**src/dual_pot_pkg.sv**
```systemverilog
package dual_pot_pkg;
  localparam int POTS = 2;
  localparam int WIPER_W = 6;
  localparam int PRESETS = 4;
  localparam int TAP_COUNT = 64;
  localparam logic [WIPER_W-1:0] WIPER_MAX = 6'h3F;
  localparam logic [WIPER_W-1:0] WIPER_STEP = 6'h01;
  localparam logic [WIPER_W-1:0] PRESET_RESET = 6'h00;
  localparam logic [TAP_COUNT-1:0] TAP_RESET = 64'h0000_0000_0000_0001;
  // Device type code: value is arbitrary
  localparam logic [3:0] DEVICE_TYPE_ID_DEFAULT = 4'h3;
  // Address byte fields
  localparam int ADDR_TYPE_LO = 4;
  // Instruction byte fields
  localparam int INSTR_OP_LO = 4;
  localparam int INSTR_ZERO_BIT = 3;
  localparam int INSTR_POT_BIT = 2;
  localparam int INSTR_IDX_HI = 1;
  localparam logic [3:0] OP_GXFR_TO_WIPER = 4'h1;
  localparam logic [3:0] OP_STEP = 4'h2;
  localparam logic [3:0] OP_GXFR_TO_PRESET = 4'h8;
  localparam logic [3:0] OP_RD_WIPER = 4'h9;
  localparam logic [3:0] OP_WR_WIPER = 4'hA;
  localparam logic [3:0] OP_RD_PRESET = 4'hB;
  localparam logic [3:0] OP_WR_PRESET = 4'hC;
  localparam logic [3:0] OP_XFR_TO_WIPER = 4'hD;
  localparam logic [3:0] OP_XFR_TO_PRESET = 4'hE;
  // Bit counter landmarks within a nine-clock byte slot
  localparam logic [3:0] BIT_FIRST = 4'h0;
  localparam logic [3:0] BIT_LAST = 4'h7;
  localparam logic [3:0] BIT_ACK = 4'h8;
  localparam logic [1:0] RECALL_START = 2'h2;
  localparam logic [1:0] RECALL_LOAD = 2'h1;
  // Timing
  localparam int CLK_PERIOD_NS = 8;
  localparam int NVM_PROGRAM_TIME_MS = 5;
  localparam int NVM_PROGRAM_CYCLES =
    NVM_PROGRAM_TIME_MS * 1000000 / CLK_PERIOD_NS;
  localparam int WIPER_SETTLE_NS = 1000;
  localparam int WIPER_SETTLE_CYCLES =
    (WIPER_SETTLE_NS + CLK_PERIOD_NS - 1) / CLK_PERIOD_NS;
  typedef enum logic [2:0] {
    S_IDLE, S_ADDR, S_INSTR, S_RX, S_TX, S_INCDEC, S_IGNORE
  } link_state_t;
endpackage

```
**src/preset_bus_if.sv**
```systemverilog
`timescale 1ns/1ns
interface preset_bus_if;
  import dual_pot_pkg::*;
  logic [1:0] rd_idx;
  logic [POTS-1:0][WIPER_W-1:0] rd_data;
  logic [POTS-1:0] wr_en;
  logic [1:0] wr_idx;
  logic [POTS-1:0][WIPER_W-1:0] wr_data;
  modport ctrl (output rd_idx, output wr_en, output wr_idx,
    output wr_data, input rd_data);
  modport store (input rd_idx, input wr_en, input wr_idx,
    input wr_data, output rd_data);
endinterface

```
**src/dual_pot_cmd_decoder.sv**
```systemverilog
`timescale 1ns/1ns
// Contract
// Address byte high nibble must match type
// Low address nibble must equal address pins
// Instruction: opcode, zero, pot, preset index
// Index bits pick preset zero to three
// Six-bit wiper per pot, one tap closed
// Wipers load preset zero at power-up
// Four six-bit presets per pot, host accessible
// Preset change programs within five milliseconds
// Opcodes 9,A,B,C read/write with data byte
// Opcodes D,E copy preset and wiper
// Opcodes 1,8 copy all pots globally
// Opcode 2 enables stepping the wiper
// After acknowledge each clock pulse steps once
// Pulse with data high increments wiper
// Pulse with data low decrements wiper
// Wiper-to-preset copy finishes within program time
// Tap follows wiper after settle delay
// No address acknowledge while programming
// Read sends eight bits, stops without acknowledge
// Stepping saturates at both ends
// Six data bits stored, upper bits read zero
module dual_pot_cmd_decoder
  import dual_pot_pkg::*;
#(
  parameter logic [3:0] DEVICE_TYPE_ID = DEVICE_TYPE_ID_DEFAULT,
  parameter int NVM_CYCLES = NVM_PROGRAM_CYCLES,
  parameter int SETTLE_CYCLES = WIPER_SETTLE_CYCLES
) (
  input wire logic clk,
  input wire logic rstn,
  input wire logic scl_in,
  input wire logic sda_in,
  output wire logic sda_o,
  output wire logic sda_oe,
  input wire logic [3:0] hardwired_addr_pins,
  output wire logic [POTS-1:0][TAP_COUNT-1:0] tap_sel,
  output wire logic [POTS-1:0][WIPER_W-1:0] wiper_pos,
  output wire logic nvm_busy
);
  localparam int NVM_W = $clog2(NVM_CYCLES + 1);
  localparam int SET_W = $clog2(SETTLE_CYCLES + 1);

  if (NVM_CYCLES < 1 || SETTLE_CYCLES < 1) begin : g_bad_cfg
    $error("Cycle counts must be at least one");
  end

  function automatic logic [TAP_COUNT-1:0] tap_decode(
    input logic [WIPER_W-1:0] pos);
    tap_decode = TAP_RESET << pos;
  endfunction

  function automatic logic instr_valid(input logic [7:0] b);
    logic [3:0] op;
    logic idx_zero;
    op = b[7:INSTR_OP_LO];
    idx_zero = (b[INSTR_IDX_HI:0] == 2'h0);
    instr_valid = 1'b0;
    if (!b[INSTR_ZERO_BIT]) begin
      case (op)
        OP_RD_WIPER, OP_WR_WIPER, OP_STEP: instr_valid = idx_zero;
        OP_RD_PRESET, OP_WR_PRESET: instr_valid = 1'b1;
        OP_XFR_TO_WIPER, OP_XFR_TO_PRESET: instr_valid = 1'b1;
        OP_GXFR_TO_WIPER, OP_GXFR_TO_PRESET:
          instr_valid = !b[INSTR_POT_BIT];
        default: instr_valid = 1'b0;
      endcase
    end
  endfunction

  preset_bus_if pv ();

  preset_store_mem u_store (
    .clk(clk),
    .rstn(rstn),
    .bus(pv.store)
  );

  logic [2:0] scl_sync_reg;
  logic [2:0] sda_sync_reg;
  logic [3:0] addr_s1_reg;
  logic [3:0] addr_s2_reg;
  link_state_t state_reg;
  link_state_t byte_next;
  logic [3:0] bit_cnt_reg;
  logic [7:0] shift_reg;
  logic [7:0] tx_shift_reg;
  logic ack_reg;
  logic tx_en_reg;
  logic tx_ack_reg;
  logic step_up_reg;
  logic [3:0] op_reg;
  logic pot_reg;
  logic [1:0] idx_reg;
  logic [1:0] recall_reg;
  logic pend_reg;
  logic [POTS-1:0] pend_en_reg;
  logic [1:0] pend_idx_reg;
  logic [POTS-1:0][WIPER_W-1:0] pend_data_reg;
  logic [NVM_W-1:0] nvm_cnt_reg;
  logic [WIPER_W-1:0] wiper_reg [POTS];
  logic [WIPER_W-1:0] target_reg [POTS];
  logic [SET_W-1:0] settle_cnt_reg [POTS];
  logic [TAP_COUNT-1:0] tap_reg [POTS];

  // Edge and condition detection on synchronised link lines
  wire scl_s = scl_sync_reg[1];
  wire sda_s = sda_sync_reg[1];
  wire scl_rise = scl_s & ~scl_sync_reg[2];
  wire scl_fall = ~scl_s & scl_sync_reg[2];
  wire scl_hold = scl_s & scl_sync_reg[2];
  wire start_det = scl_hold & sda_sync_reg[2] & ~sda_s;
  wire stop_det = scl_hold & ~sda_sync_reg[2] & sda_s;

  wire busy = (nvm_cnt_reg != '0);
  wire [3:0] op_in = shift_reg[7:INSTR_OP_LO];
  wire pot_in = shift_reg[INSTR_POT_BIT];
  wire [1:0] idx_in = shift_reg[INSTR_IDX_HI:0];
  wire addr_match = (shift_reg[7:ADDR_TYPE_LO] == DEVICE_TYPE_ID)
    && (shift_reg[ADDR_TYPE_LO-1:0] == addr_s2_reg)
    && !busy;
  wire instr_ok = instr_valid(shift_reg);
  wire byte_end = scl_fall && bit_cnt_reg == BIT_LAST
    && state_reg != S_INCDEC;
  wire ack_end = scl_fall && bit_cnt_reg == BIT_ACK;
  wire byte_accept = (state_reg == S_ADDR) ? addr_match :
    (state_reg == S_INSTR) ? instr_ok : (state_reg == S_RX);
  wire instr_done = byte_end && state_reg == S_INSTR && instr_ok;
  wire data_done = byte_end && state_reg == S_RX;
  wire step_ev = state_reg == S_INCDEC && scl_fall && !ack_reg;
  wire [3:0] bit_cnt_next = (state_reg == S_INCDEC
    || bit_cnt_reg == BIT_ACK) ? BIT_FIRST : bit_cnt_reg + 4'h1;
  wire [WIPER_W-1:0] sel_wiper = wiper_reg[pot_reg];
  wire [7:0] tx_byte = (op_reg == OP_RD_WIPER) ?
    {2'b00, sel_wiper} : {2'b00, pv.rd_data[pot_reg]};

  always_comb begin
    case (state_reg)
      S_ADDR: byte_next = addr_match ? S_INSTR : S_IGNORE;
      S_INSTR: begin
        if (!instr_ok) begin
          byte_next = S_IGNORE;
        end else begin
          case (op_in)
            OP_RD_WIPER, OP_RD_PRESET: byte_next = S_TX;
            OP_WR_WIPER, OP_WR_PRESET: byte_next = S_RX;
            OP_STEP: byte_next = S_INCDEC;
            default: byte_next = S_IGNORE;
          endcase
        end
      end
      S_TX: byte_next = S_TX;
      default: byte_next = S_IGNORE;
    endcase
  end

  always_ff @(posedge clk or negedge rstn) begin : sync_ff
    if (!rstn) begin
      scl_sync_reg <= 3'h7;
      sda_sync_reg <= 3'h7;
      addr_s1_reg <= 4'h0;
      addr_s2_reg <= 4'h0;
    end else begin
      scl_sync_reg <= {scl_sync_reg[1:0], scl_in};
      sda_sync_reg <= {sda_sync_reg[1:0], sda_in};
      addr_s1_reg <= hardwired_addr_pins;
      addr_s2_reg <= addr_s1_reg;
    end
  end

  always_ff @(posedge clk or negedge rstn) begin : link_ff
    if (!rstn) begin
      state_reg <= S_IDLE;
      bit_cnt_reg <= BIT_FIRST;
      shift_reg <= 8'h00;
      tx_shift_reg <= 8'h00;
      ack_reg <= 1'b0;
      tx_en_reg <= 1'b0;
      tx_ack_reg <= 1'b0;
      step_up_reg <= 1'b0;
      op_reg <= 4'h0;
      pot_reg <= 1'b0;
      idx_reg <= 2'h0;
    end else if (start_det) begin
      // The clock fall that ends the start closes a dummy slot
      state_reg <= S_ADDR;
      bit_cnt_reg <= BIT_ACK;
      ack_reg <= 1'b0;
      tx_en_reg <= 1'b0;
    end else if (stop_det || state_reg == S_IDLE) begin
      state_reg <= S_IDLE;
      bit_cnt_reg <= BIT_FIRST;
      ack_reg <= 1'b0;
      tx_en_reg <= 1'b0;
    end else begin
      if (scl_rise) begin
        shift_reg <= {shift_reg[6:0], sda_s};
        step_up_reg <= sda_s;
        if (bit_cnt_reg == BIT_ACK) begin
          tx_ack_reg <= ~sda_s;
        end
      end
      if (scl_fall) begin
        bit_cnt_reg <= bit_cnt_next;
        if (byte_end) begin
          ack_reg <= byte_accept;
          state_reg <= byte_next;
          tx_en_reg <= 1'b0;
          if (state_reg == S_INSTR) begin
            op_reg <= op_in;
            pot_reg <= pot_in;
            idx_reg <= idx_in;
          end
        end else if (ack_end) begin
          ack_reg <= 1'b0;
          if (state_reg == S_TX) begin
            if (tx_ack_reg) begin
              tx_shift_reg <= tx_byte;
              tx_en_reg <= 1'b1;
            end else begin
              state_reg <= S_IGNORE;
            end
          end
        end else if (state_reg == S_TX) begin
          tx_shift_reg <= {tx_shift_reg[6:0], 1'b0};
        end
      end
    end
  end

  // Open-drain data line: only ever pulls low
  assign sda_o = 1'b0;
  assign sda_oe = ack_reg | (tx_en_reg & ~tx_shift_reg[7]);

  // Read index follows the live byte so data is ready by byte end
  assign pv.rd_idx = (recall_reg != 2'h0) ? 2'h0 :
    (state_reg == S_INSTR) ? idx_in : idx_reg;
  assign pv.wr_en = {POTS{stop_det & pend_reg}} & pend_en_reg;
  assign pv.wr_idx = pend_idx_reg;
  assign pv.wr_data = pend_data_reg;
  assign nvm_busy = busy;

  always_ff @(posedge clk or negedge rstn) begin : nvm_ff
    if (!rstn) begin
      recall_reg <= RECALL_START;
      pend_reg <= 1'b0;
      pend_en_reg <= '0;
      pend_idx_reg <= 2'h0;
      pend_data_reg <= '0;
      nvm_cnt_reg <= '0;
    end else begin
      if (recall_reg != 2'h0) begin
        recall_reg <= recall_reg - 2'h1;
      end
      if (stop_det && pend_reg) begin
        pend_reg <= 1'b0;
        nvm_cnt_reg <= NVM_W'(NVM_CYCLES);
      end else if (busy) begin
        nvm_cnt_reg <= nvm_cnt_reg - NVM_W'(1);
      end
      if (data_done && op_reg == OP_WR_PRESET) begin
        pend_reg <= 1'b1;
        pend_en_reg <= '0;
        pend_en_reg[pot_reg] <= 1'b1;
        pend_idx_reg <= idx_reg;
        pend_data_reg[pot_reg] <= shift_reg[WIPER_W-1:0];
      end else if (instr_done && (op_in == OP_XFR_TO_PRESET
          || op_in == OP_GXFR_TO_PRESET)) begin
        pend_reg <= 1'b1;
        pend_idx_reg <= idx_in;
        for (int p = 0; p < POTS; p++) begin
          pend_en_reg[p] <= op_in == OP_GXFR_TO_PRESET
            || pot_in == p[0];
          pend_data_reg[p] <= wiper_reg[p];
        end
      end
    end
  end

  for (genvar k = 0; k < POTS; k++) begin : g_pot
    wire own = (pot_reg == k);
    wire mem_load = (recall_reg == RECALL_LOAD)
      || (instr_done && ((op_in == OP_XFR_TO_WIPER && pot_in == k)
      || op_in == OP_GXFR_TO_WIPER));
    wire host_load = data_done && op_reg == OP_WR_WIPER && own;
    wire step_en = step_ev && own;
    wire [WIPER_W-1:0] up_val = (wiper_reg[k] == WIPER_MAX) ?
      wiper_reg[k] : wiper_reg[k] + WIPER_STEP;
    wire [WIPER_W-1:0] dn_val = (wiper_reg[k] == '0) ?
      wiper_reg[k] : wiper_reg[k] - WIPER_STEP;
    wire changed = wiper_reg[k] != target_reg[k];

    always_ff @(posedge clk or negedge rstn) begin : wiper_ff
      if (!rstn) begin
        wiper_reg[k] <= PRESET_RESET;
      end else if (mem_load) begin
        wiper_reg[k] <= pv.rd_data[k];
      end else if (host_load) begin
        wiper_reg[k] <= shift_reg[WIPER_W-1:0];
      end else if (step_en) begin
        wiper_reg[k] <= step_up_reg ? up_val : dn_val;
      end
    end

    // A new value restarts the settle count
    always_ff @(posedge clk or negedge rstn) begin : settle_ff
      if (!rstn) begin
        target_reg[k] <= PRESET_RESET;
        settle_cnt_reg[k] <= '0;
        tap_reg[k] <= TAP_RESET;
      end else if (changed) begin
        target_reg[k] <= wiper_reg[k];
        settle_cnt_reg[k] <= SET_W'(1);
      end else if (settle_cnt_reg[k] == SET_W'(SETTLE_CYCLES)) begin
        settle_cnt_reg[k] <= '0;
        tap_reg[k] <= tap_decode(target_reg[k]);
      end else if (settle_cnt_reg[k] != '0) begin
        settle_cnt_reg[k] <= settle_cnt_reg[k] + SET_W'(1);
      end
    end

    assign tap_sel[k] = tap_reg[k];
    assign wiper_pos[k] = wiper_reg[k];
  end
endmodule // dual_pot_cmd_decoder

```
**src/preset_store_mem.sv**
```systemverilog
`timescale 1ns/1ns
module preset_store_mem
  import dual_pot_pkg::*;
(
  input wire logic clk,
  input wire logic rstn,
  preset_bus_if.store bus
);
  logic [WIPER_W-1:0] cell_reg [POTS][PRESETS];
  logic [POTS-1:0][WIPER_W-1:0] rd_data_reg;

  // Both pots read at one index so global transfers need one access
  always_ff @(posedge clk or negedge rstn) begin
    if (!rstn) begin
      for (int p = 0; p < POTS; p++) begin
        rd_data_reg[p] <= PRESET_RESET;
        for (int i = 0; i < PRESETS; i++) begin
          cell_reg[p][i] <= PRESET_RESET;
        end
      end
    end else begin
      for (int p = 0; p < POTS; p++) begin
        if (bus.wr_en[p]) begin
          cell_reg[p][bus.wr_idx] <= bus.wr_data[p];
        end
        rd_data_reg[p] <= cell_reg[p][bus.rd_idx];
      end
    end
  end

  assign bus.rd_data = rd_data_reg;
endmodule // preset_store_mem

```
**config.mk**
```make
export PLATFORM = sky130hd
export DESIGN_NAME = dual_pot_cmd_decoder
export DESIGN_NICKNAME = d
export VERILOG_FILES = /design/src/dual_pot_pkg.sv /design/src/preset_bus_if.sv /design/src/dual_pot_cmd_decoder.sv /design/src/preset_store_mem.sv
export SDC_FILE = /design/constraint.sdc
export NUM_CORES = 1
export LEC_CHECK = 0
export ABC_AREA = 0
export BUFFER_PORTS_ARGS = -buffer_cell sky130_fd_sc_hd__buf_2
export CAP_MARGIN = 5
export CORE_MARGIN = 8
export CORE_UTILIZATION = 25
export DETAILED_ROUTE_END_ITERATION = 16
export PLACE_DENSITY = 0.43
export REMOVE_ABC_BUFFERS = 1
export SLEW_MARGIN = 20
export SYNTH_ARGS = -nofsm -noshare
export SYNTH_HDL_FRONTEND = slang
export SYNTH_SLANG_ARGS = --single-unit
```
**constraint.sdc**
```tcl
create_clock -name clk -period 3.2 [get_ports clk]
set_input_delay 0.96 -clock clk [delete_from_list [all_inputs] [get_ports clk]]
set_output_delay 0.96 -clock clk [all_outputs]
set_load 0.02 [all_outputs]
```
# Yosys cells after proc, flatten, opt, wreduce, memory -nomap -nowiden
# Index checks and enable logic that the tools add are counted.
[totals] elab_cells=277 reg_bits=313 input_bits=8 out_inout_bits=143
[classes] addsub=9 shift=2 bitwise=26 reduce_logical=72 eq_ne=35 order_cmp=6 n_mux=87
[ops] cell="two-way mux 6 bit" n=24
[ops] cell="left shift 1 x 6 -> 64 bit (first input constant)" n=2
[ops] cell="bitwise mux 24 bit" n=2
[ops] cell="== test 4 bit (second input constant)" n=11
[ops] cell="two-way mux 7 bit" n=6
[ops] cell="two-way mux 20 bit" n=2
[ops] cell="two-way mux 8 bit" n=4
[ops] cell="two-way mux 3 bit" n=9
[ops] cell="binary-select mux 6 bit (select 2 bit)" n=2
[ops] cell="logical AND 1 bit" n=24
[ops] cell="two-way mux 12 bit" n=2
[ops] cell="nonzero test 20 bit" n=1
[ops] cell="subtractor 20 x 1 -> 20 bit (second input constant)" n=1
[ops] cell="two-way mux 1 bit" n=19
[ops] cell="case mux 3 bit (3 select lines)" n=2
[ops] cell="nonzero test 3 bit" n=6
[ops] cell="two-way mux 4 bit" n=4
[ops] cell="!= test 4 bit (second input constant)" n=4
[ops] cell="AND reduction 4 bit" n=4
[ops] cell="adder 7 x 1 -> 7 bit (second input constant)" n=2
[ops] cell="== test 7 bit (second input constant)" n=2
[ops] cell="nonzero test 7 bit" n=2
[ops] cell="adder 6 x 1 -> 6 bit (second input constant)" n=2
[ops] cell="bitwise mux 12 bit" n=1
[ops] cell="46 further kinds" n=99

# Longest topological paths before layout
# Gate-level depths: netlist (run 1).
[logic_depth] depth_word=10 mapped_depth=9

# Cells and area by module
# From an unflattened synthesis (run 1), not the netlist that was laid out.
[hier_totals] hier_cells=1285 area_unflattened_um2=14231.1
[modules_own_cells] mod="dual_pot_cmd_decoder" area_per_inst_um2=11783.8 instances=1 cells_per_inst=1153
[modules_own_cells] mod="preset_store_mem" area_per_inst_um2=2447.3 instances=1 cells_per_inst=132

# Least setup slack after synthesis (run 1)
# OpenSTA, ideal clock, no wires.
[synth_timing] kind="register to output" startpoint="reg nvm_cnt_reg[6]" endpoint="out nvm_busy" arrival_ns=1.824 required_time_ns=2.240 path_stages_with_launch=5 path_slack_ns=0.416 path_cell_list="dfrtp_1 > or4_1 > or4_1 > or2_2 > buf_2"
[synth_via] elab_chain_len=1
[synth_lines] item="from (decl)" line_no="dual_pot_cmd_decoder.sv:101" text="logic [NVM_W-1:0] nvm_cnt_reg;"
[synth_lines] item="from (signal assigned)" line_no="dual_pot_cmd_decoder.sv:258" text="nvm_cnt_reg <= NVM_W'(NVM_CYCLES);"
[synth_lines] item="from (signal assigned)" line_no="dual_pot_cmd_decoder.sv:260" text="nvm_cnt_reg <= nvm_cnt_reg - NVM_W'(1);"
[synth_lines] item="nonzero test 20 bit" line_no="dual_pot_cmd_decoder.sv:116" text="wire busy = (nvm_cnt_reg != '0);"
[synth_lines] item="to (decl)" line_no="dual_pot_cmd_decoder.sv:40" text="output wire logic nvm_busy"
# Every way passes these cells.

# Final worst setup path (run 1)
[layout_timing] startpoint="reg nvm_cnt_reg[4]" endpoint="out nvm_busy"
# Same word-level chain as after synthesis.

==> impl_metrics.ini, run 1 <==
[sta]
share_of_the_clock_period_used_by_the_worst_path_pct = 101
post-route-min-period_ns = 3.22
maxSlewHeadroom_pct = 43.6
timing_hold_violations_final = 0
unrepaired_setup_endpoints_after_global_routing = yes
finalClockSkew_ns = 0.0120
slew_viol_final = 0
transition_at_the_pin_with_the_smallest_max_transition_slack_ns = 0.846
max_clock_freq_mhz = 311
timing.final.setup_violations = 1
worst_path_setup_slack_after_routing_ns = -0.0195

[clock_tree]
clk_root_buffer_cell = sky130_fd_sc_hd__clkbuf_16
cts.clk_slew.worst_paths_ns = 0.06
clk_latency_ns = 0.54
clock_tree.htree_level_count = 2
cts_tree = yes
cts.sinks = 312
cts_buffer_depth = 3
cts-buffers-inserted = 37

[finish]
area_growth_pct = 21.3
final_instance_area_um2 = 17400
finalCoreUtilization_pct = 30.4
final-seq-area_um2 = 7820
multiInputGateArea_um2 = 6030
num-nets-final = 1526
largest_register_ff_count = 128
layout-drive-gt1-share_pct = 24.1
filler_cell_count_in_the_final_layout = 5914
n_antenna_cell = 0

[die]
initial_util_pct = 25.1
chipWidth_um = 256
core_footprint_um2 = 57300
floorplan.rows = 88
top_level_ports = 151
die-area_um2 = 65300
fp.dieH_um = 256

[drt]
via_per_inst = 4.65
drc_violations_left = 0
drt-initial-drc-count = 671
overall_routed_net_length_um = 40700
num_vias = 10600
drtAntennaViolNets = 0
post_dr_wirelength_cell_um = 17.8
drt-pass1-iter-count = 5

[global_routing]
global_route_wire_length_before_repair_um = 64300
grt_start_max_net_pins = 129
met2_usage_pct = 19.7
grt-busiest-layer = met2
number_of_antenna_violations_at_the_first_check_in_global_routing = 0
track_usage_pct = 12.1
first_global_vias = 10800
met1_usage_pct = 16.3
grtUsageMet3_pct = 2.13
gr-total-overflow = 0

[critical_path]
timing.critical_path.fanout_max = 2
timing.critical_path.required_ns = 2.24
critical_path_class = flip-flop to primary output
cp.arrival_ns = 2.26
timing.critical_path.buf_inv = 1
worst_path_max_delay_cell = sky130_fd_sc_hd__or4_4
cp_top_family = simple AND/OR/NAND/NOR gates
critical_path.most_common_cell = sky130_fd_sc_hd__or4_4
path_cells = or4_4 > or4_4 > or2_4 > buf_6
cp-start-kind = flip-flop
endpoint_kind = primary output
critical_path.max_stage_delay_ns = 0.53

[place]
post-dp-hpwl_um = 28300
placed_area_um2 = 16100
port_buffers = 149
gpl.final_weighted_congestion = 0.785

[logic_synthesis]
mappedNetlistArea_um2 = 14400
post_synth_edffs = 0
syn_inst = 1365
avg_inst_size_synth_um2 = 10.5
ys_async_sr_fraction_pct = 100
synth-seq-area-share_pct = 54.5
netlist-cell-type-count = 65
main_flop_type_after_synthesis = sky130_fd_sc_hd__dfrtp_1
postSynthRegisterBits = 312
synth.yosys.warnings = 0

[status]
run_status = finished, violations left
failed_checks = negative setup slack

[power_and_ir_drop]
power.static_leakage_nw = 8.29
power-per-cell-area_nw_per_um2 = 604
worst_ir_drop_vdd_mv = 0.349

[hold_path]
hold_class = primary input to asynchronous set/reset pin

[run]
number_of_max_capacitance_violations_reported = 0
-- cells in the mapped netlist (7+ instances only) --
master | instances | area share [%]
sky130_fd_sc_hd__dfstp_2 | 9 | 1.6
sky130_fd_sc_hd__xor2_1 | 24 | 1.5
sky130_fd_sc_hd__a31oi_1 | 14 | 0.61
sky130_fd_sc_hd__inv_1 | 28 | 0.73
sky130_fd_sc_hd__mux2i_1 | 18 | 1.3
sky130_fd_sc_hd__clkbuf_1 | 86 | 2.2
sky130_fd_sc_hd__o31ai_1 | 134 | 7.0
sky130_fd_sc_hd__nor2_1 | 75 | 2.0
sky130_fd_sc_hd__nand3_1 | 28 | 0.98
sky130_fd_sc_hd__nor4_1 | 13 | 0.57
sky130_fd_sc_hd__xnor2_1 | 27 | 1.6
sky130_fd_sc_hd__nand2b_1 | 25 | 1.1
sky130_fd_sc_hd__mux2_2 | 74 | 5.8
sky130_fd_sc_hd__nor2b_1 | 18 | 0.78
sky130_fd_sc_hd__a21o_1 | 7 | 0.37
sky130_fd_sc_hd__nor3_1 | 32 | 1.1
sky130_fd_sc_hd__nand4b_1 | 8 | 0.49
sky130_fd_sc_hd__o22ai_1 | 25 | 1.1
sky130_fd_sc_hd__nand2_1 | 234 | 6.1
sky130_fd_sc_hd__ha_1 | 20 | 1.7
sky130_fd_sc_hd__dfrtp_1 | 303 | 53
sky130_fd_sc_hd__o21ai_0 | 29 | 1.0
sky130_fd_sc_hd__nand4_1 | 9 | 0.39
sky130_fd_sc_hd__or2_2 | 7 | 0.31
sky130_fd_sc_hd__or4_1 | 7 | 0.37
sky130_fd_sc_hd__a21oi_1 | 15 | 0.52
sky130_fd_sc_hd__buf_1 | 12 | 0.31
-- cell families (layout without fill, tap and decap cells) --
kind of cell / Yosys count / count (layout) / synth area share, %
XOR/XNOR: 51 / 51 / 3.11
multiplexers: 98 / 98 / 8.00
adder cells (fa/ha/maj): 22 / 22 / 2.02
buffers and inverters: 135 / 295 / 3.66
flip-flops: 312 / 312 / 54.5
AND/OR/NAND/NOR: 489 / 489 / 16.0
AO/OA/AOI/OAI: 257 / 257 / 12.7
other: 1 / 1 / 0.0261
-- cell type report --
type                       count  area share [%]
sequential                   312            44.9
inverter                      28           0.604
clock inverter                17            1.37
multi-input combinational    918            34.7
timing repair buffer         199            6.84
clock buffer                  51            6.10
tap                          765            5.50
-- where the power goes --
| part | switching (W) | internal (W) |
|---|---|---|
| clock | 0.00172 | 0.00281 |
| sequential | 0.000188 | 0.00413 |
| combinational | 0.00101 | 0.000666 |
-- through the flow --
stage	cells	total power, W	setup TNS [ns]	hold slack (ns)	worst slack [ns]
after CTS	2290	0.0107	-0.0732	0.345	-0.0732
final	2290	0.0105	-0.0195	0.339	-0.0195
after global routing	2290	0.0110	-0.0961	0.354	-0.0961
after floorplan	1258	0.00536	-20.22	0.331	-0.187
after detailed placement	2218	0.00605	0	0.340	0.345
after global placement	2218	0.00604	0	0.350	0.360
-- path summary, 6_finish.rpt --
path | from | end | slack [ns] | cells past startpoint
worst max register to register | state_reg[0] | pend_data_reg[9] | 0.46 | 6
worst min register to register | addr_s1_reg[1] | addr_s2_reg[1] | 0.35 | 0
min in group clk | addr_s1_reg[1] | addr_s2_reg[1] | 0.35 | 0
max in group asynchronous | rstn | tap_sel[0] | 2.04 | 2
worst min-delay path | rstn | tap_sel[55] | 0.34 | 1
worst max-delay path | nvm_cnt_reg[4] | nvm_busy | -0.02 | 4
-- placed cells by master (no fill, tap or decap), drive strengths merged, types with 25 or more instances in the layout --
cell    Yosys  final
inv        28     29
nor3       32     32
buf        21    199
nand2b     25     25
clkbuf     86     51
o21ai      29     29
mux2       74     74
nor2       76     76
nand3      28     28
o22ai      25     25
dfrtp     303    303
nand2     234    234
o31ai     134    134
xnor2      27     27
-- worst register-to-register path, stage by stage, from the launching register on --
cell	delay, ns
sky130_fd_sc_hd__dfrtp_1	0.50
sky130_fd_sc_hd__or3b_1	0.53
sky130_fd_sc_hd__or3_1	0.50
sky130_fd_sc_hd__buf_4	0.21
sky130_fd_sc_hd__a2111o_1	0.59
sky130_fd_sc_hd__o22ai_1	0.25
sky130_fd_sc_hd__nor2_1	0.06
-- repair_timing --
| action | CTS | global route |
|---|---|---|
| endpoints found under the hold margin | 0 | 0 |
| pin swaps | 2 | 0 |
| endpoints found under the setup margin | 1 | 1 |
| gates cloned | 0 | 0 |
| setup buffers | 4 | 0 |
| resized for setup | 5 | 0 |
| hold buffers | 0 | 0 |
-- routing by layer --
metal  share of wire [%]  routed length (um)  vias to the layer above
li1                    -                   -                     5082
met1                  47               19200                     5310
met2                  47               19100                      198
met3                 3.8                1530                       52
met4                 2.0                 801                        0
met5                   0                   0                        -
No activity file was read; power rests on OpenSTA's default activity.
==> run 2: changes to the inputs <==
--- a/config.mk
+++ b/config.mk
@@ -9,9 +9,9 @@
 export BUFFER_PORTS_ARGS = -buffer_cell sky130_fd_sc_hd__buf_2
 export CAP_MARGIN = 5
 export CORE_MARGIN = 8
-export CORE_UTILIZATION = 25
+export CORE_UTILIZATION = 50
 export DETAILED_ROUTE_END_ITERATION = 16
-export PLACE_DENSITY = 0.43
+export PLACE_DENSITY = 0.72
 export REMOVE_ABC_BUFFERS = 1
 export SLEW_MARGIN = 20
 export SYNTH_ARGS = -nofsm -noshare
==> impl_metrics.ini, run 2 (synthesized netlist as in run 1, its figures left out) <==
[drt]
via_per_inst = 5.68
drt-initial-drc-count = 975
num_vias = 10700
drtAntennaViolNets = 0
drc_violations_left = 0
overall_routed_net_length_um = 34500
drt-pass1-iter-count = 6
post_dr_wirelength_cell_um = 18.2

[clock_tree]
cts_buffer_depth = 3
cts.clk_slew.worst_paths_ns = 0.06
clk_latency_ns = 0.50
clock_tree.htree_level_count = 2
cts-buffers-inserted = 34
cts_tree = yes
cts.sinks = 312
clk_root_buffer_cell = sky130_fd_sc_hd__clkbuf_16

[global_routing]
track_usage_pct = 20.0
gr-total-overflow = 0
grtUsageMet3_pct = 3.22
grt-busiest-layer = met2
global_route_wire_length_before_repair_um = 56200
met2_usage_pct = 32.4
first_global_vias = 10600
met1_usage_pct = 27.6
number_of_antenna_violations_at_the_first_check_in_global_routing = 0
grt_start_max_net_pins = 129

[sta]
timing.final.setup_violations = 0
finalClockSkew_ns = 0.0130
hold_ws_ns = 0.346
post-route-min-period_ns = 3.19
unrepaired_setup_endpoints_after_global_routing = yes
max_clock_freq_mhz = 314
share_of_the_clock_period_used_by_the_worst_path_pct = 99.6
timing_hold_violations_final = 0
maxSlewHeadroom_pct = 46.4
slew_viol_final = 0
transition_at_the_pin_with_the_smallest_max_transition_slack_ns = 0.804

[critical_path]
setup.worst_path.end = nvm_busy
critical_path.max_stage_delay_ns = 0.53
path_cells = or4_4 > or4_4 > or2_4 > buf_6
timing.critical_path.buf_inv = 1
cp.arrival_ns = 2.23
worst_path_max_delay_cell = sky130_fd_sc_hd__or4_4
critical_path.most_common_cell = sky130_fd_sc_hd__or4_4
timing.critical_path.fanout_max = 2
cp_top_family = simple AND/OR/NAND/NOR gates
worst_r2r_path_depth = 6
endpoint_kind = primary output
critical_path_depth = 4
r2r_path_end = pend_en_reg[1]
timing.critical_path.required_ns = 2.24
critical_path_class = flip-flop to primary output
cp-startpoint = nvm_cnt_reg[4]
cp-start-kind = flip-flop
crit-reg2reg-launch = state_reg[1]
reg2reg_slack_ns = 0.33

[place]
port_buffers = 149
post-dp-hpwl_um = 23700
placed_area_um2 = 15500
gpl.final_weighted_congestion = 0.850
numPlacedInstances = 1826

[power_and_ir_drop]
power_frac_comb_pct = 15.6
fin_total_pwr_w = 0.0100
switching_share_pct = 26.7
clock_power_share_pct = 41.1
power.static_leakage_nw = 8.17
worst_ir_drop_vdd_mv = 0.404
power.share.sequential_pct = 43.3
power-per-cell-area_nw_per_um2 = 599
power.switching_w = 0.00267
cell_internal_pwr_w = 0.00735

[die]
fp.dieH_um = 185
chipWidth_um = 185
initial_util_pct = 50.4
top_level_ports = 151
core_footprint_um2 = 28500
die-area_um2 = 34400
floorplan.rows = 62

[finish]
area_growth_pct = 16.5
layout-drive-gt1-share_pct = 23.2
num-nets-final = 1513
largest_register_ff_count = 128
most_frequent_cells_in_the_layout = sky130_fd_sc_hd__dfrtp_1, sky130_fd_sc_hd__nand2_1, sky130_fd_sc_hd__buf_2, sky130_fd_sc_hd__o31ai_1, sky130_fd_sc_hd__nor2_1
n_antenna_cell = 0
final_instance_area_um2 = 16700
final_cells = 1891
layout.cells.most_common = sky130_fd_sc_hd__dfrtp_1

[status]
run_status = completed

[run]
number_of_max_capacitance_violations_reported = 0

[hold_path]
hold_class = flip-flop to flip-flop
## run 2: cell types whose count changed in the layout (fill, tap and decap cells not counted)
| cell | before | now |
|---|---|---|
| sky130_fd_sc_hd__clkbuf_16 | 39 | 35 |
| sky130_fd_sc_hd__clkinv_2 | 10 | 3 |
| sky130_fd_sc_hd__clkinvlp_4 | 0 | 1 |
| sky130_fd_sc_hd__buf_12 | 4 | 2 |
| sky130_fd_sc_hd__buf_6 | 2 | 3 |
| sky130_fd_sc_hd__clkbuf_8 | 4 | 8 |
| sky130_fd_sc_hd__bufinv_16 | 6 | 5 |
| sky130_fd_sc_hd__clkbuf_1 | 8 | 7 |
| sky130_fd_sc_hd__buf_4 | 45 | 36 |
## run 2: per-stage QoR
step	utilization, %	setup TNS (ns)	worst slack (ns)
2_1_floorplan	-	-20.22	-0.187
3_3_place_gp	54.3	0	0.395
3_5_place_dp	54.3	0	0.361
4_1_cts	58.7	0	0.000209
5_1_grt	58.7	-0.0339	-0.0339
6_report	58.7	0	0.0133
## run 2: repair_timing
action                     4_1_cts  5_1_grt
resized for setup                5        0
hold buffers                     0        0
setup endpoints to repair        1        1
setup buffers                    4        1
cloned                           0        0
pin swaps                        1        1
## run 2: layout make-up
cell class / instances / area (um2)
timing repair buffer: 189 / 1090
fill: 2392 / 11700
multi-input combinational: 918 / 6030
inverter: 28 / 105
tap: 384 / 480
clock inverter: 10 / 181
clock buffer: 50 / 1010
sequential: 312 / 7820
## run 2: power by group through the flow
stage | clock [W] | combinational, W | sequential [W]
6_report | 0.00412 | 0.00156 | 0.00434
3_3_place_gp | 0 | 0.00147 | 0.00440
4_1_cts | 0.00421 | 0.00155 | 0.00434
3_5_place_dp | 0 | 0.00151 | 0.00441
5_1_grt | 0.00437 | 0.00174 | 0.00437
2_1_floorplan | 0 | 0.000980 | 0.00438
## run 2: worst min-delay path by stage
stage / from / end / slack, ns / cells after the start
after floorplan: addr_s1_reg[0] / addr_s2_reg[0] / 0.33 / 0
after global placement: addr_s1_reg[0] / addr_s2_reg[0] / 0.34 / 0
after detailed placement: addr_s1_reg[0] / addr_s2_reg[0] / 0.34 / 0
after CTS: scl_sync_reg[0] / scl_sync_reg[1] / 0.35 / 0
after global routing: sda_sync_reg[0] / sda_sync_reg[1] / 0.36 / 0
final: addr_s1_reg[0] / addr_s2_reg[0] / 0.35 / 0
## run 2: routing by layer
| metal | vias up | share of wire [%] |
|---|---|---|
| li1 | 5056 | - |
| met1 | 5287 | 44 |
| met2 | 327 | 47 |
| met3 | 66 | 6.8 |
| met4 | 0 | 2.3 |
| met5 | - | 0 |
==> run 3: changes to the inputs <==
--- a/config.mk
+++ b/config.mk
@@ -16,4 +16,5 @@
 export SLEW_MARGIN = 20
 export SYNTH_ARGS = -nofsm -noshare
 export SYNTH_HDL_FRONTEND = slang
+export SYNTH_HIERARCHICAL = 1
 export SYNTH_SLANG_ARGS = --single-unit
==> impl_metrics.ini, run 3 <==
[place]
gpl.final_weighted_congestion = 0.832
port_buffers = 149
placed_area_um2 = 15300
post-dp-hpwl_um = 22600
worst_case_setup_slack_after_placement_ns = 0.459

[finish]
final_instance_area_um2 = 16400
layout-drive-gt1-share_pct = 23.7
n_antenna_cell = 0
filler_cell_count_in_the_final_layout = 2314
largest_register_ff_count = 128
area_growth_pct = 15.1
layout.cells.most_common = sky130_fd_sc_hd__dfrtp_1
most_frequent_cells_in_the_layout = sky130_fd_sc_hd__dfrtp_1, sky130_fd_sc_hd__nand2_1, sky130_fd_sc_hd__buf_2, sky130_fd_sc_hd__o31ai_1, sky130_fd_sc_hd__nor2_1
finalCoreUtilization_pct = 58.6
num-nets-final = 1430

[die]
fp.dieH_um = 185
floorplan.rows = 61
top_level_ports = 151
core_footprint_um2 = 27900
initial_util_pct = 50.9
chipWidth_um = 185
die-area_um2 = 34100

[logic_synthesis]
netlist-cell-type-count = 75
ys_top_cells_by_area = sky130_fd_sc_hd__dfrtp_1, sky130_fd_sc_hd__o31ai_1, sky130_fd_sc_hd__nand2_1
synth-seq-area-share_pct = 54.9
syn_inst = 1285
synth_largest_type_area_fraction_pct = 53.3
synthMostInstantiatedCell = sky130_fd_sc_hd__dfrtp_1
postSynthRegisterBits = 312
mappedNetlistArea_um2 = 14200
ys_async_sr_fraction_pct = 100
main_flop_type_after_synthesis = sky130_fd_sc_hd__dfrtp_1
synth_largest_area_cell = sky130_fd_sc_hd__dfrtp_1
synth_commonest_cells = sky130_fd_sc_hd__dfrtp_1, sky130_fd_sc_hd__nand2_1, sky130_fd_sc_hd__o31ai_1, sky130_fd_sc_hd__nor2_1
avg_inst_size_synth_um2 = 11.1
post_synth_edffs = 0
synth.yosys.warnings = 6

[drt]
overall_routed_net_length_um = 33500
drc_violations_left = 0
post_dr_wirelength_cell_um = 18.6
drt-initial-drc-count = 937
via_per_inst = 5.72
drt-pass1-iter-count = 6
drtAntennaViolNets = 0
num_vias = 10300

[critical_path]
cp.arrival_ns = 2.11
timing.critical_path.fanout_max = 9
critical_path_class = flip-flop to primary output
endpoint_kind = primary output
cp-start-kind = flip-flop
timing.critical_path.required_ns = 2.24

[clock_tree]
clk_latency_ns = 0.51
cts_buffer_depth = 3
cts.clk_slew.worst_paths_ns = 0.06
clk_root_buffer_cell = sky130_fd_sc_hd__clkbuf_16
cts-buffers-inserted = 34
clock_tree.htree_level_count = 2
cts_tree = yes
cts.sinks = 312

[global_routing]
first_global_vias = 9963
global_route_wire_length_before_repair_um = 53800
gr-total-overflow = 0
grt_start_max_net_pins = 82
number_of_antenna_violations_at_the_first_check_in_global_routing = 0
track_usage_pct = 19.4

[sta]
max_clock_freq_mhz = 326
unrepaired_setup_endpoints_after_global_routing = no
finalClockSkew_ns = 0.0159
post-route-min-period_ns = 3.07
slew_viol_final = 0
timing.final.setup_violations = 0
maxSlewHeadroom_pct = 40.0
share_of_the_clock_period_used_by_the_worst_path_pct = 95.8
worst_path_setup_slack_after_routing_ns = 0.134
timing_hold_violations_final = 0
transition_at_the_pin_with_the_smallest_max_transition_slack_ns = 0.899

[hold_path]
hold_class = flip-flop to flip-flop

[power_and_ir_drop]
power.static_leakage_nw = 7.80
worst_ir_drop_vdd_mv = 0.506
fin_total_pwr_w = 0.0107
power-per-cell-area_nw_per_um2 = 653

[run]
number_of_max_capacitance_violations_reported = 0

[status]
run_status = completed
==> run 3: cell types whose count changed after synthesis, sizes merged, moves of 9 or more <==
cell / change
clkbuf: -21
a31oi: -11
nor3: -15
nand2b: -15
nand3b: +12
o22ai: -13
nand2: -31
mux2: -9
mux4: +12
==> run 3: path summary, 6_finish.rpt <==
kind | startpoint | depth (start not counted) | slack [ns] | end
worst max-delay path | nvm_cnt_reg[12] | 4 | 0.13 | nvm_busy
worst min-delay path | addr_s1_reg[1] | 0 | 0.35 | addr_s2_reg[1]
worst max register to register | scl_sync_reg[1] | 6 | 0.64 | tx_shift_reg[0]
worst min register to register | addr_s1_reg[1] | 0 | 0.35 | addr_s2_reg[1]
max in group asynchronous | rstn | 2 | 1.94 | tap_sel[0]
min in group asynchronous | rstn | 1 | 0.41 | tap_sel[106]
==> run 3: what timing repair did <==
action / CTS / global route
endpoints found under the setup margin: 1 / 1
pin swaps: 1 / 2
setup buffers: 1 / 1
gates resized for setup: 1 / 2
hold buffers: 0 / 0
==> run 3: cell families (layout without fill, tap and decap cells) <==
logic type,count (synthesis),in the layout,synth area share [%]
simple gates,441,441,15.1
flops,312,312,54.9
compound gates,248,248,12.5
buf+inv,114,253,3.30
mux,98,98,9.07
xor+xnor,49,49,3.02
fa+ha+maj,22,22,2.04
other cells,1,1,0.0264
==> run 3: metal layers <==
| layer | global-route usage (%) | share of wire (%) |
|---|---|---|
| met5 | 0 | 0 |
| met3 | 3.13 | 7.2 |
| met1 | 26.9 | 44 |
| met4 | 5.73 | 2.0 |
| met2 | 31.1 | 46 |
==> run 3: stage by stage <==
| step | hold WS [ns] | TNS, ns | cells |
|---|---|---|---|
| 2_1_floorplan | 0.331 | -21.06 | 1195 |
| 6_report | 0.351 | 0 | 1802 |
| 3_5_place_dp | 0.337 | 0 | 1740 |
| 4_1_cts | 0.353 | 0 | 1801 |
| 3_3_place_gp | 0.332 | 0 | 1740 |
| 5_1_grt | 0.358 | 0 | 1802 |
==> run 3: critical path: stages, from the launching register on <==
cell                      delay (ns)
sky130_fd_sc_hd__dfrtp_1        0.41
sky130_fd_sc_hd__or4_4          0.60
sky130_fd_sc_hd__nor3_4         0.22
sky130_fd_sc_hd__nand3_4        0.16
sky130_fd_sc_hd__buf_2          0.21
==> run 3: report_power, final <==
part | internal, W | total, W | switching [W]
Sequential | 0.00429 | 0.00485 | 0.000558
Combinational | 0.000841 | 0.00213 | 0.00129
Clock | 0.00219 | 0.00371 | 0.00152
Total | 0.00733 | 0.0107 | 0.00337
==> run 3: cell type report <==
cell class | count | area [um2] | area share (%)
inverter | 24 | 90.1 | 0.550
clock buffer | 50 | 972 | 5.93
clock inverter | 10 | 85.1 | 0.519
tap | 378 | 473 | 2.89
multi-input combinational | 859 | 5970 | 36.5
sequential | 312 | 7820 | 47.7
timing repair buffer | 169 | 968 | 5.91
